===== src/logic/osc_ctrl_pkg.sv =====
// Package for the oscillator control and status block
package osc_ctrl_pkg;
    // Register byte addresses on APB
    localparam logic [11:0] ADDR_CONTROL = 12'h000;
    localparam logic [11:0] ADDR_STATUS = 12'h004;
    localparam logic [11:0] ADDR_TUNING = 12'h008;
    localparam logic [11:0] ADDR_FAIL = 12'h00C;
    // Control register fields
    localparam int CTL_PLL_BIT = 7;
    localparam int CTL_FREQ_LSB = 3;
    localparam int CTL_SRC_LSB = 0;
    localparam logic [3:0] FREQ_SEL_RESET = 4'h7;
    localparam logic [7:0] CONTROL_RESET = 8'h38;
    localparam logic [7:0] CONTROL_MASK = 8'hFB;
    localparam logic [7:0] TUNING_MASK = 8'h3F;
    localparam logic [5:0] TRIM_RESET = 6'h00;
    // Fail register fields
    localparam int FAIL_FLAG_BIT = 0;
    localparam int FAIL_IE_BIT = 1;
    // Start-up timer length in external clock cycles
    localparam int STARTUP_CYCLES = 1024;
    // Clock source codes
    localparam logic [1:0] SRC_CONFIG = 2'b00;
    localparam logic [1:0] SRC_TIMER1 = 2'b01;
    // Frequency source families
    typedef enum logic [2:0] {
        FAM_LF = 3'b001,
        FAM_MF = 3'b010,
        FAM_HF = 3'b100
    } freq_family_t;
    // Selected system clock
    typedef enum logic [3:0] {
        SEL_CONFIG = 4'b0001,
        SEL_TIMER1 = 4'b0010,
        SEL_INTERNAL = 4'b0100,
        SEL_PLL32 = 4'b1000
    } clk_route_t;
    // Start-up sequencer states
    typedef enum logic [2:0] {
        ST_INTERNAL = 3'b001,
        ST_COUNTING = 3'b010,
        ST_EXTERNAL = 3'b100
    } startup_state_t;
endpackage


===== src/logic/oscillator_control_status_regs.sv =====
// Oscillator control, status and tuning registers with start-up and fail-safe control
// Operation
// - Config PLL force set: multiplier always on whatever the software PLL enable, which still gates the 32 MHz route.
// - Config PLL force clear: software PLL enable bit turns multiplier on or off.
// - Codes 0111..0100, 0010 pick MF; 000x pick LF; reset loads 0111.
// - Codes 1010, 1001, 1000, 0011 derive duplicate frequencies from HF oscillator.
// - Codes 1111/1110 give 32 MHz when software PLL enable is set and the internal source would otherwise be routed.
// - Source select 1x internal, 01 Timer1, 00 configuration-word source.
// - Unimplemented control bit 2 and tuning bits 7:6 read zero.
// - Timer1 ready reflects oscillator when enabled, reads 1 when disabled.
// - Start-up status 1 once the start-up timer has expired with no clock fail, whatever the source select; 0 otherwise.
// - HF, MF, LF ready bits each show their oscillator ready.
// - HF locked bit shows oscillator within 2% accuracy.
// - HF stable bit shows oscillator within 0.5% accuracy.
// - Six-bit signed trim: 000000 nominal, 100000 minimum, 011111 maximum.
// - External clock fail moves clock to internal source, sets fail flag.
// - Start-up timer counts 1024 external cycles before switching to external.
// - Source select change restarts start-up timer; source 00 runs on internal clock until expiry, Timer1 (01) is routed at once.
//
// The APB interface to the registers and the placing of the registers were chosen for this implementation.
`timescale 1ns/1ps
module oscillator_control_status_regs #(
    parameter int STARTUP_COUNT = osc_ctrl_pkg::STARTUP_CYCLES
) (
    input wire logic sys_clk,
    input wire logic srst,
    input wire logic clk_en,
    input wire logic psel,
    input wire logic penable,
    input wire logic pwrite,
    input wire logic [11:0] paddr,
    input wire logic [31:0] pwdata,
    input wire logic [3:0] pstrb,
    output logic [31:0] prdata,
    output logic pready,
    output logic pslverr,
    input wire logic config_pll_force,
    input wire logic config_ext_mode,
    input wire logic timer1_osc_enable,
    input wire logic timer1_osc_ok,
    input wire logic pll_lock_ok,
    input wire logic hf_ok,
    input wire logic hf_lock2_ok,
    input wire logic mf_ok,
    input wire logic lf_ok,
    input wire logic hf_stable05_ok,
    input wire logic ext_clk_tick,
    input wire logic ext_clk_fail,
    output logic pll_enable,
    output logic [3:0] internal_freq_select,
    output logic [2:0] freq_family,
    output logic [5:0] freq_trim,
    output logic [3:0] sysclk_route,
    output logic osc_fail_irq
);
    logic [7:0] control_r;
    logic [7:0] control_nxt;
    logic [5:0] trim_r;
    logic [5:0] trim_nxt;
    logic fail_flag_r;
    logic fail_flag_nxt;
    logic fail_ie_r;
    logic fail_ie_nxt;
    logic [7:0] status_r;
    logic [7:0] status_nxt;
    logic [31:0] prdata_r;
    logic [31:0] prdata_nxt;
    logic rd_pend_r;
    logic rd_pend_nxt;
    osc_ctrl_pkg::startup_state_t st_r;
    osc_ctrl_pkg::startup_state_t st_nxt;
    logic [10:0] cnt_r;
    logic [10:0] cnt_nxt;
    logic [1:0] src_prev_r;
    logic [1:0] src_prev_nxt;
    logic fail_mode_r;
    logic fail_mode_nxt;
    osc_ctrl_pkg::clk_route_t route;
    osc_ctrl_pkg::freq_family_t fam;
    logic wr;
    logic rd;
    logic [3:0] fsel;
    logic [1:0] src;
    logic ext_active;

    // Writes finish in their access cycle; reads take one wait state so that
    // read data comes from a flip-flop yet stands while pready is high
    assign pready = clk_en & (~rd | rd_pend_r);
    assign wr = psel & penable & pwrite & clk_en;
    assign rd = psel & penable & ~pwrite;
    assign fsel = control_r[osc_ctrl_pkg::CTL_FREQ_LSB +: 4];
    assign src = control_r[osc_ctrl_pkg::CTL_SRC_LSB +: 2];
    assign ext_active = (st_r == osc_ctrl_pkg::ST_EXTERNAL);
    assign internal_freq_select = fsel;
    assign freq_trim = trim_r;
    assign osc_fail_irq = fail_flag_r & fail_ie_r;
    assign prdata = prdata_r;
    assign freq_family = fam;
    assign sysclk_route = route;

    always_comb
    begin
        pslverr = 1'b0;
        if (psel && penable)
        begin
            pslverr = !(paddr == osc_ctrl_pkg::ADDR_CONTROL || paddr == osc_ctrl_pkg::ADDR_STATUS
                || paddr == osc_ctrl_pkg::ADDR_TUNING || paddr == osc_ctrl_pkg::ADDR_FAIL);
        end
    end

    // Read wait state: set by the first access cycle of a read, gone after the second
    // Frozen with the rest of the state while clk_en is low, so the wait just stretches
    always_comb
    begin
        rd_pend_nxt = 1'b0;
        if (rd && !rd_pend_r)
        begin
            rd_pend_nxt = 1'b1;
        end
    end

    // Multiplier enable
    always_comb
    begin
        pll_enable = config_pll_force | control_r[osc_ctrl_pkg::CTL_PLL_BIT];
    end

    // Family decode; duplicate HF codes keep HF so the MF oscillator can sleep
    always_comb
    begin
        fam = osc_ctrl_pkg::FAM_LF;
        if (fsel[3])
        begin
            fam = osc_ctrl_pkg::FAM_HF;
        end
        else if (fsel == 4'h3)
        begin
            fam = osc_ctrl_pkg::FAM_HF;
        end
        else if (fsel[2] || fsel == 4'h2)
        begin
            fam = osc_ctrl_pkg::FAM_MF;
        end
    end

    // Clock route: for source 00, fail-safe and unexpired start-up both hold the internal source
    always_comb
    begin
        route = osc_ctrl_pkg::SEL_INTERNAL;
        if (src == osc_ctrl_pkg::SRC_TIMER1)
        begin
            route = osc_ctrl_pkg::SEL_TIMER1;
        end
        else if (src == osc_ctrl_pkg::SRC_CONFIG && ext_active && !fail_mode_r)
        begin
            route = osc_ctrl_pkg::SEL_CONFIG;
        end
        if (route == osc_ctrl_pkg::SEL_INTERNAL && fsel[3:1] == 3'b111
            && control_r[osc_ctrl_pkg::CTL_PLL_BIT])
        begin
            route = osc_ctrl_pkg::SEL_PLL32;
        end
    end

    // Register writes
    always_comb
    begin
        control_nxt = control_r;
        trim_nxt = trim_r;
        fail_ie_nxt = fail_ie_r;
        fail_flag_nxt = fail_flag_r;
        if (wr && pstrb[0] && paddr == osc_ctrl_pkg::ADDR_CONTROL)
        begin
            control_nxt = pwdata[7:0] & osc_ctrl_pkg::CONTROL_MASK;
        end
        if (wr && pstrb[0] && paddr == osc_ctrl_pkg::ADDR_TUNING)
        begin
            trim_nxt = pwdata[5:0];
        end
        if (wr && pstrb[0] && paddr == osc_ctrl_pkg::ADDR_FAIL)
        begin
            fail_ie_nxt = pwdata[osc_ctrl_pkg::FAIL_IE_BIT];
            fail_flag_nxt = fail_flag_r & pwdata[osc_ctrl_pkg::FAIL_FLAG_BIT];
        end
        // Set beats a software clear in the same cycle
        if (ext_clk_fail && ext_active && src == osc_ctrl_pkg::SRC_CONFIG)
        begin
            fail_flag_nxt = 1'b1;
        end
    end

    // Start-up timer and fail-safe state
    always_comb
    begin
        st_nxt = st_r;
        cnt_nxt = cnt_r;
        src_prev_nxt = src;
        fail_mode_nxt = fail_mode_r;
        if (ext_clk_fail && ext_active && src == osc_ctrl_pkg::SRC_CONFIG)
        begin
            fail_mode_nxt = 1'b1;
        end
        case (st_r)
            osc_ctrl_pkg::ST_INTERNAL:
            begin
                if (config_ext_mode)
                begin
                    st_nxt = osc_ctrl_pkg::ST_COUNTING;
                    cnt_nxt = '0;
                end
            end
            osc_ctrl_pkg::ST_COUNTING:
            begin
                if (ext_clk_tick)
                begin
                    cnt_nxt = cnt_r + 11'd1;
                    if (cnt_r == 11'(STARTUP_COUNT - 1))
                    begin
                        st_nxt = osc_ctrl_pkg::ST_EXTERNAL;
                        fail_mode_nxt = 1'b0;
                    end
                end
            end
            osc_ctrl_pkg::ST_EXTERNAL:
            begin
            end
            default:
            begin
                st_nxt = osc_ctrl_pkg::ST_INTERNAL;
            end
        endcase
        if (!config_ext_mode)
        begin
            st_nxt = osc_ctrl_pkg::ST_INTERNAL;
        end
        else if (src != src_prev_r)
        begin
            st_nxt = osc_ctrl_pkg::ST_COUNTING;
            cnt_nxt = '0;
        end
    end

    // Status snapshot, rebuilt every cycle from inputs and the start-up and fail-safe state
    always_comb
    begin
        status_nxt[7] = timer1_osc_enable ? timer1_osc_ok : 1'b1;
        status_nxt[6] = pll_lock_ok;
        status_nxt[5] = ext_active && !fail_mode_r;
        status_nxt[4] = hf_ok;
        status_nxt[3] = hf_lock2_ok;
        status_nxt[2] = mf_ok;
        status_nxt[1] = lf_ok;
        status_nxt[0] = hf_stable05_ok;
    end

    // Read data; the status register has no write path
    always_comb
    begin
        prdata_nxt = prdata_r;
        if (rd && !rd_pend_r)
        begin
            case (paddr)
                osc_ctrl_pkg::ADDR_CONTROL: prdata_nxt = {24'h00_0000, control_r};
                osc_ctrl_pkg::ADDR_STATUS: prdata_nxt = {24'h00_0000, status_r};
                osc_ctrl_pkg::ADDR_TUNING: prdata_nxt = {26'h000_0000, trim_r};
                osc_ctrl_pkg::ADDR_FAIL: prdata_nxt = {30'h0000_0000, fail_ie_r, fail_flag_r};
                default: prdata_nxt = 32'h0000_0000;
            endcase
        end
    end

    always_ff @(posedge sys_clk)
    begin
        if (srst)
        begin
            control_r <= osc_ctrl_pkg::CONTROL_RESET;
            trim_r <= osc_ctrl_pkg::TRIM_RESET;
            fail_flag_r <= 1'b0;
            fail_ie_r <= 1'b0;
            status_r <= 8'h00;
            prdata_r <= 32'h0000_0000;
            rd_pend_r <= 1'b0;
            st_r <= osc_ctrl_pkg::ST_INTERNAL;
            cnt_r <= 11'h000;
            src_prev_r <= osc_ctrl_pkg::SRC_CONFIG;
            fail_mode_r <= 1'b0;
        end
        else if (clk_en)
        begin
            control_r <= control_nxt;
            trim_r <= trim_nxt;
            fail_flag_r <= fail_flag_nxt;
            fail_ie_r <= fail_ie_nxt;
            status_r <= status_nxt;
            prdata_r <= prdata_nxt;
            rd_pend_r <= rd_pend_nxt;
            st_r <= st_nxt;
            cnt_r <= cnt_nxt;
            src_prev_r <= src_prev_nxt;
            fail_mode_r <= fail_mode_nxt;
        end
    end
endmodule


===== config.mk =====
export PLATFORM = sky130hd
export DESIGN_NAME = oscillator_control_status_regs
export DESIGN_NICKNAME = d
export VERILOG_FILES = /design/src/logic/osc_ctrl_pkg.sv /design/src/logic/oscillator_control_status_regs.sv
export SDC_FILE = /design/constraint.sdc
export NUM_CORES = 1
export LEC_CHECK = 0
export BUFFER_PORTS_ARGS = -buffer_cell sky130_fd_sc_hd__buf_2
export CAP_MARGIN = 20
export CORE_ASPECT_RATIO = 0.5
export CORE_MARGIN = 2
export CORE_UTILIZATION = 30
export CTS_CLUSTER_SIZE = 10
export DETAILED_ROUTE_END_ITERATION = 8
export PLACE_DENSITY = 0.65
export SLEW_MARGIN = 20
export SYNTH_ARGS = -nofsm -noshare
export SYNTH_HDL_FRONTEND = slang
export SYNTH_SLANG_ARGS = --single-unit

===== constraint.sdc =====
create_clock -name sys_clk -period 2.5 [get_ports sys_clk]
set_input_delay 0.75 -clock sys_clk [delete_from_list [all_inputs] [get_ports sys_clk]]
set_output_delay 0.75 -clock sys_clk [all_outputs]
set_load 0.05 [all_outputs]

=== Word level (Yosys, flattened, before mapping) ===
Cells that the tools add are included.
Widths: inputs -> output; s select.

* Output and inout bits: 53
* Register bits: 73
* Input bits: 66
* Word-level logic and storage cells: 94

* Eq/ne operators: 16
* Multiplexer cells: 26
* Reductions and logical operators: 29
* Add/subtract/negate cells: 1
* Bitwise gates (word level): 11

{| class="wikitable"
|+ Operators by type and width
! operator !! count
|-
| $mux 11 || 4
|-
| $pmux 8 s4 || 1
|-
| $eq 12x4->1 const B || 2
|-
| $mux 3 || 8
|-
| $pmux 11 s2 || 1
|-
| $logic_and 1x1->1 || 13
|-
| $eq 12x3->1 const B || 1
|-
| $logic_not 12->1 || 1
|-
| $add 11x1->11 const B || 1
|-
| $eq 11x10->1 const B || 1
|-
| $reduce_and 2->1 || 5
|-
| $mux 1 || 9
|-
| $pmux 3 s3 || 1
|-
| $eq 4x2->1 const B || 2
|-
| $ne 4x4->1 const B || 2
|-
| $and 1x1->1 || 7
|-
| $eq 3x3->1 const B || 2
|-
| $eq 4x3->1 const B || 1
|-
| $logic_or 1x1->1 || 4
|-
| $mux 4 || 1
|-
| $reduce_and 4->1 || 1
|-
| $eq 3x1->1 const B || 1
|-
| $eq 3x2->1 const B || 1
|-
| $logic_not 1->1 || 3
|-
| 8 further kinds || 10
|}

=== Logic depth before layout (Yosys ltp) ===
Gate-level depths: netlist of the first run.

* Depth after elaboration: 9
* Gate-level depth with buffers: 7
* Mapped depth without buffers: 5

=== Worst setup path after synthesis of the first run ===
Ideal clock, no wire load.

* Path kind: input to output
* From: input port paddr[1]
* To: output port pslverr
* Path slack: 0.066 ns
* Buffers on the path: 1
* Data arrival time: 1.684 ns
* Data required time: 1.750 ns
* Stages on the path: 4
* Cell sequence: nor4_4 > nand3_2 > buf_6 > and3_1

* Word-level cells in the longest chain between the ends: 6
* Elaborated cells between the ends (all ways): 9
* Those cells by class: eq/ne (3); mux (1); reduce/logical (5)

{| class="wikitable"
|+ Ends and longest elaborated chain
! item !! line !! text
|-
| start, declared || oscillator_control_status_regs.sv:31 || <nowiki>input wire logic [11:0] paddr,</nowiki>
|-
| $eq 12x3->1 / $logic_not 12->1 (equally long branches) || oscillator_control_status_regs.sv:106 || <nowiki>pslverr = !(paddr == osc_ctrl_pkg::ADDR_CONTROL || paddr == osc_ctrl_pkg::ADDR_STATUS</nowiki>
|-
| $logic_or 1x1->1 || oscillator_control_status_regs.sv:106 ||
|-
| $logic_or 1x1->1 || oscillator_control_status_regs.sv:107 || <nowiki>|| paddr == osc_ctrl_pkg::ADDR_TUNING || paddr == osc_ctrl_pkg::ADDR_FAIL);</nowiki>
|-
| $logic_or 1x1->1 * || oscillator_control_status_regs.sv:107 ||
|-
| $logic_not 1->1 * || oscillator_control_status_regs.sv:106 ||
|-
| $mux 1 * || oscillator_control_status_regs.sv:104 || <nowiki>if (psel && penable)</nowiki>
|-
| end, declared || oscillator_control_status_regs.sv:36 || <nowiki>output logic pslverr,</nowiki>
|}

Every way passes the cells marked *; elsewhere a longest branch is shown, timed or not.

=== Worst setup path after layout of the first run ===
* From: input port paddr[6]
* To: output port pslverr

Same word-level chain as after synthesis.

==> impl_results.md, run 1 <==
- Highest clock frequency the design can meet: approximately 400 MHz
- Setup slack at placement: -18.4 ps
- CP required: 1750 ps
- Portion of total power attributed to sequential cells: 0.470
- Via count of the first global-routing pass: about 2500
- Maxcap violations: 0
- Vias per cell: about 5.2
- Final count of hold timing violations: 0
- Endpoint of the worst register-to-register path: st_r[2]$_SDFFE_PP0P_
- Clock transition at the register clock pins on the worst setup and hold paths after CTS: 70 ps
- Portion of the post-synthesis area used by sequential elements: 0.349
- Internal power: about 1.2 mW
- Met3 track demand over resource: 0.0330
- Async SR Flop Fraction: 0
- Die height: between 70 and 80 um
- Final estimated routing congestion in global placement: 0.795
- Initial DRC count: 228
- Yosys warning count: 0
- Mean Syn Cell Area: roughly 8.4 sq um
- Combined global-route utilization of all metal layers: 0.145
- I/O pin count: roughly 120
- Depth of the worst register-to-register path: 5
- Largest buffer count on any clock path: 2
- Initial core utilization: 0.316
- Quantity of I/O buffers inserted on ports: 67
- Critical path class: input port to output pin
- Slew at the pin closest to its max-slew limit: 660 ps
- Met2 track utilization from global routing: 0.243
- Synthesis-to-layout area growth: 18.7%
- Source-to-sink clock delay at the later pin of the worst-skew pair: slightly below 300 ps
- Element type at the critical path start: input port
- Status: finished clean
- Slack of the critical path: a little under 70 ps
- Total negative slack: 0 ps
- Dominant cells by area after synthesis: sky130_fd_sc_hd__dfxtp_1 (35%), sky130_fd_sc_hd__buf_4 (8.0%), sky130_fd_sc_hd__a21oi_1 (5.5%)
- Number of sinks driven by the clock tree: 49
- FP Rows: 24
- Hold Crit Endpoint: prdata[6]$_SDFFE_PP0P_
- Layout cells sized above 1: 0.264
- Power density over the cells: ~510 nW/um^2
- Residual DRC count: 0
- H-Tree Depth: 2
- Tcrit/Tclk final: 0.973
- Power share of the clock group: 0.389
- Endpoint arrival time on the critical path: approximately 1700 ps
- Post-Route Skew: approximately 4.5 ps
- Reg2reg start: cnt_r[0]$_SDFFE_PP0P_
- TritonCTS buffer count: 5
- Leading cell types in the layout, fill and taps excluded: sky130_fd_sc_hd__buf_2 (66), sky130_fd_sc_hd__dfxtp_1 (48), sky130_fd_sc_hd__a21oi_1 (31)
- Via count: around 2700
- Number of cells produced by synthesis: 333
- Count of final max-slew check failures: 0
- Crit. End Element: output pin
- Detailed placement HPWL: between 5000 and 6000 um
- Share of Yosys cell area claimed by the top area cell type: 0.349
- Number of failing setup endpoints in the final timing report: 0
- Global routing met1 resource utilization: 0.189
- CP max FO: 2
- Per-cell routed wire length: between 10 and 15 um
- Type of the tightest min-delay check: flip-flop to flip-flop
- Pin count of the biggest net entering global routing: 20
- Combinational cell fraction of total power: 0.141
- N_diodes: 0
- Grt ovf: 0
- Reg2Reg Setup Slack: 700 ps
- Slew headroom: 0.558
- Detailed-route wire length: a little over 7000 um
- Start point of the worst min-delay path: prdata[6]$_SDFFE_PP0P_
- Area of the core region: between 8000 and 9000 sq um
- Unrepaired setup endpoints after global routing: false
- Clock root buffer master: sky130_fd_sc_hd__clkbuf_16
- Post-synth cell types: 62
- Worst hold path cell count: 2
- Cell taking the most area after synthesis: sky130_fd_sc_hd__dfxtp_1
- Net count, final: ~470
- Max rail drop VDD: ~0.25 mV
- Fin crit period: ~2400 ps
- Switching portion of total power: 0.279
- CTS tree: yes
- Number of flops mapped to enable cells by yosys: 0
- Switching Power: 0.474 mW
- Summed instance area of the synthesized netlist: between 2000 and 3000 sq um
- Most common cell after layout, fill and taps aside: sky130_fd_sc_hd__buf_2
- Static Leak: 1.34 nW
- Post-synthesis register bit count: 49
- First-pass GRT wire length: ~12000 um
- Number of nets with antenna violations after routing: 0
- Floorplan die width: roughly 140 um
- Detailed-routing iteration count for the pre-antenna-repair pass: 4
- Antenna violations before repair: 0
- DIE AREA: between 10000 and 15000 sq um
- Primary flip-flop cell chosen by synthesis mapping: sky130_fd_sc_hd__dfxtp_1
- Most utilized layer in the global route result: met2
==> worst max-delay path by stage <==
stage / start / end / slack [ps]
after floorplan: paddr[1] / pslverr / 70
after global placement: paddr[5] / pslverr / -10
after detailed placement: paddr[5] / pslverr / -20
after CTS: paddr[6] / pslverr / 30
after global routing: st_r[0]$_SDFFE_PP1P_ / sysclk_route[3] / 0.9
final: paddr[6] / pslverr / 70
==> synthesized netlist by cell type, types with 2 or more instances <==
cell and instances:
sky130_fd_sc_hd__a211oi_1 6, sky130_fd_sc_hd__a21boi_1 2, sky130_fd_sc_hd__a21o_1 2, sky130_fd_sc_hd__a21oi_1 31, sky130_fd_sc_hd__a221oi_1 2, sky130_fd_sc_hd__a22oi_1 3, sky130_fd_sc_hd__a311o_1 3, sky130_fd_sc_hd__a31oi_1 3
sky130_fd_sc_hd__a32o_1 2, sky130_fd_sc_hd__and2_1 2, sky130_fd_sc_hd__and3_1 4, sky130_fd_sc_hd__and4_1 2, sky130_fd_sc_hd__buf_2 9, sky130_fd_sc_hd__buf_4 30, sky130_fd_sc_hd__clkbuf_1 7, sky130_fd_sc_hd__dfxtp_1 49
sky130_fd_sc_hd__inv_1 8, sky130_fd_sc_hd__inv_2 2, sky130_fd_sc_hd__mux2_2 2, sky130_fd_sc_hd__mux2i_1 12, sky130_fd_sc_hd__mux4_2 2, sky130_fd_sc_hd__nand2_1 24, sky130_fd_sc_hd__nand3_1 15, sky130_fd_sc_hd__nand3b_1 2
sky130_fd_sc_hd__nand4_1 10, sky130_fd_sc_hd__nor2_1 23, sky130_fd_sc_hd__nor2b_1 3, sky130_fd_sc_hd__nor3_1 6, sky130_fd_sc_hd__nor3b_2 2, sky130_fd_sc_hd__nor4_1 5, sky130_fd_sc_hd__nor4_4 2, sky130_fd_sc_hd__o211a_1 3
sky130_fd_sc_hd__o21ai_0 5, sky130_fd_sc_hd__o21ai_1 13, sky130_fd_sc_hd__o32ai_1 2, sky130_fd_sc_hd__or3_1 4, sky130_fd_sc_hd__or3b_1 2, sky130_fd_sc_hd__or4_1 2, sky130_fd_sc_hd__xnor2_1 4
==> through the flow <==
step	hold slack, ps	instance area [sq um]	util	std cells	total power [mW]
2_1_floorplan	439	2900	-	356	1.01
3_3_place_gp	437	3180	0.357	507	1.05
3_5_place_dp	444	3180	0.357	507	1.05
4_1_cts	453	3340	0.375	515	1.71
5_1_grt	468	3340	0.375	515	1.75
6_report	451	3340	0.375	515	1.70
==> power groups by stage <==
stage | combinational, mW | sequential [mW] | clock, mW
floorplan | 0.202 | 0.810 | 0
global placement | 0.233 | 0.814 | 0
detailed placement | 0.235 | 0.814 | 0
CTS | 0.239 | 0.797 | 0.671
global route | 0.256 | 0.798 | 0.701
finish | 0.239 | 0.797 | 0.660
==> layer usage <==
layer / part of all wire / up-vias
li1: - / 1307
met1: 0.44 / 1286
met2: 0.47 / 88
met3: 0.071 / 8
met4: 0.011 / 0
met5: 0 / -
==> flip-flops by register name, summed over array words and instances (netlist names) <==
signal,count
cnt_r,11
control_r,7
fail_flag_r,1
fail_ie_r,1
fail_mode_r,1
freq_trim,6
prdata,8
rd_pend_r,1
src_prev_r,2
st_r,3
status_r,8
==> what timing repair did <==
item,CTS,global route
endpoints found under the setup margin,1,2
hold buffers,0,0
gates resized for setup,3,1
gates cloned,0,0
buffers inserted,1,0
pin swaps,3,0
==> area by class of cell <==
cell class | count | area [sq um]
clock buffers | 5 | 125
clock inverters | 2 | 16.3
fillers | 939 | 5550
inverters | 10 | 37.5
multi-input cells | 250 | 1580
flip-flops and latches | 49 | 982
well taps | 117 | 146
repair buffers | 82 | 454
==> worst max-delay path: stages <==
cell,delay [ps]
sky130_fd_sc_hd__buf_2,110
sky130_fd_sc_hd__nor4_4,300
sky130_fd_sc_hd__nand3_2,160
sky130_fd_sc_hd__and3_4,210
sky130_fd_sc_hd__buf_6,140
==> cells by family (layout without fill, tap and decap cells) <==
logic type,after synthesis,in the layout,share of synthesized area
and+or+nand+nor,117,117,0.239
AOI/OAI and AO/OA,87,87,0.200
buffers and inverters,57,99,0.123
DFF,49,49,0.349
muxes,17,17,0.0708
xor gates and xnor gates,4,4,0.0125
adders and majority gates,1,1,0.00445
other,1,24,0.00133
(Power assumes the default switching activity.)
==> inputs of run 2 (changes only) <==
==> constraint.sdc (replaced) <==
create_clock -name sys_clk -period 2.56 [get_ports sys_clk]
set_input_delay 0.768 -clock sys_clk [delete_from_list [all_inputs] [get_ports sys_clk]]
set_output_delay 0.768 -clock sys_clk [all_outputs]
set_load 0.05 [all_outputs]
==> run 2 against run 1 <==
- clock power is 12% higher
- clock skew is 1.2 ps lower
- final cell count is 0.19% lower
- setup slack better by 19 ps
==> impl_results.md, run 2 (synthesis results as in run 1) <==
- Status: finished clean
- Register bank with the most flops: cnt_r
- Layout cells sized above 1: 0.262
- Number of failing setup endpoints in the final timing report: 0
- Residual DRC count: 0
- CP required: around 1800 ps
- Detailed placement HPWL: 5460 um
- Final count of hold timing violations: 0
- Number of nets with antenna violations after routing: 0
- Via count of the first global-routing pass: between 2000 and 2500
- Clock root buffer master: sky130_fd_sc_hd__clkbuf_16
- TritonCTS buffer count: 5
- Most common cell after layout, fill and taps aside: sky130_fd_sc_hd__buf_2
- Slack of the critical path: about 87 ps
- Largest buffer count on any clock path: 2
- Startpoint of the most critical setup path: paddr[8]
- Critical path class: input port to output pin
- Synthesis-to-layout area growth: 19.3%
- Count of final max-slew check failures: 0
- Maxcap violations: 0
- End-of-flow core utilization: 0.377
- Total negative slack: 0 ps
- Detailed-routing iteration count for the pre-antenna-repair pass: 5
- Number of sinks driven by the clock tree: 49
- Post-Route Skew: roughly 3.3 ps
- Static Leak: between 1 and 1.5 nW
- Unrepaired setup endpoints after global routing: false
- Antenna violations before repair: 0
- Setup repair bufs after CTS: 0
- Net count, final: between 400 and 500
- Final worst hold slack: around 450 ps
- FP Rows: 24
- Reg2reg start: cnt_r[0]$_SDFFE_PP0P_
- Tcrit/Tclk final: 0.966
- Source-to-sink clock delay at the later pin of the worst-skew pair: ~280 ps
- Clock transition at the register clock pins on the worst setup and hold paths after CTS: around 70 ps
- Start point of the worst min-delay path: prdata[5]$_SDFFE_PP0P_
- Crit. End Element: output pin
- Initial core utilization: 0.316
- Floorplan die width: roughly 140 um
- Type of the tightest min-delay check: flip-flop to flip-flop
- Vias per cell: 5.08
- Endpoint arrival time on the critical path: around 1700 ps
- Setup slack at placement: -1.04 ps
- Highest clock frequency the design can meet: just over 400 MHz
- Post-cts hold buffer count: 0
- CP max FO: 2
- Via count: around 2600
- I/O pin count: roughly 120
- Combined global-route utilization of all metal layers: 0.144
- CTS tree: yes
- Initial DRC count: about 320
- Area of the core region: around 9000 sq um
- Final estimated routing congestion in global placement: just under 0.8
- DIE AREA: approximately 10000 sq um
- Quantity of I/O buffers inserted on ports: 67
- Per-cell routed wire length: around 14 um
- Max rail drop VDD: between 0.2 and 0.3 mV
- Slew headroom: 0.570
- Detailed-route wire length: roughly 7200 um
- Slew at the pin closest to its max-slew limit: around 640 ps
- Tot Pwr: between 1.5 and 2 mW
- Element type at the critical path start: input port
- Power density over the cells: around 520 nW/um^2
- N_diodes: 0
- Die height: around 72 um
- First-pass GRT wire length: between 10000 and 15000 um
- Leading cell types in the layout, fill and taps excluded: sky130_fd_sc_hd__buf_2 (66), sky130_fd_sc_hd__dfxtp_1 (48), sky130_fd_sc_hd__a21oi_1 (31)
- Fin crit period: 2470 ps
- H-Tree Depth: 2
- Grt ovf: 0
- Flip-flop count of the largest register after layout: 11
- Pin count of the biggest net entering global routing: 22
-- run 2: cell types whose count changed in the layout (fill, tap and decap cells not counted), sizes merged --
cell,delta
buf,-1
bufinv,+1
clkinv,-1
clkinvlp,-1
inv,+1
-- run 2: final cells by class --
class / instances / area (sq um)
Tap cell: 117 / 146
Clock inverter: 2 / 38.8
Inverter: 10 / 37.5
Sequential cell: 49 / 982
Fill cell: 922 / 5540
Timing Repair Buffer: 81 / 447
Clock buffer: 5 / 125
Multi-Input combinational cell: 250 / 1580
-- run 2: worst paths after layout --
kind	end	slack, ps	cells past startpoint
setup / recovery	pslverr	90	5
hold / removal	prdata[5]$_SDFFE_PP0P_	450	2
setup reg to reg	st_r[2]$_SDFFE_PP0P_	790	5
hold reg to reg	prdata[5]$_SDFFE_PP0P_	450	2
-- run 2: worst max-delay path, cell delays in order --
cell and delay [ps]:
sky130_fd_sc_hd__buf_2 110, sky130_fd_sc_hd__nor4_4 310, sky130_fd_sc_hd__nand3_2 160, sky130_fd_sc_hd__and3_4 210, sky130_fd_sc_hd__buf_6 140
-- run 2: metal layers --
layer / vias to the layer above / routed length, um / part of all wire / GRT usage
met1: 1225 / 3170 / 0.44 / 0.182
met4: 0 / 51 / 0.0071 / 0.0378
met2: 80 / 3530 / 0.49 / 0.254
met3: 4 / 475 / 0.066 / 0.0290
met5: - / 0 / 0 / 0
li1: 1303 / - / - / -
-- run 2: where the power goes --
group / total [mW] / internal, mW / switching, mW / leakage (nW)
logic: 0.232 / 0.0633 / 0.169 / 0.876
registers: 0.778 / 0.771 / 0.00680 / 0.397
clock network: 0.740 / 0.459 / 0.281 / 0.0803
-- run 2: timing repair --
item	in CTS	in global routing
gates resized for setup	1	3
pin swaps	1	2
endpoints found under the hold margin	0	0
endpoints found under the setup margin	1	2
-- run 2: metrics by stage --
stage,instances,area [sq um]
2_1_floorplan,356,2900
3_3_place_gp,507,3180
3_5_place_dp,507,3180
4_1_cts,514,3340
5_1_grt,514,3350
6_report,514,3350
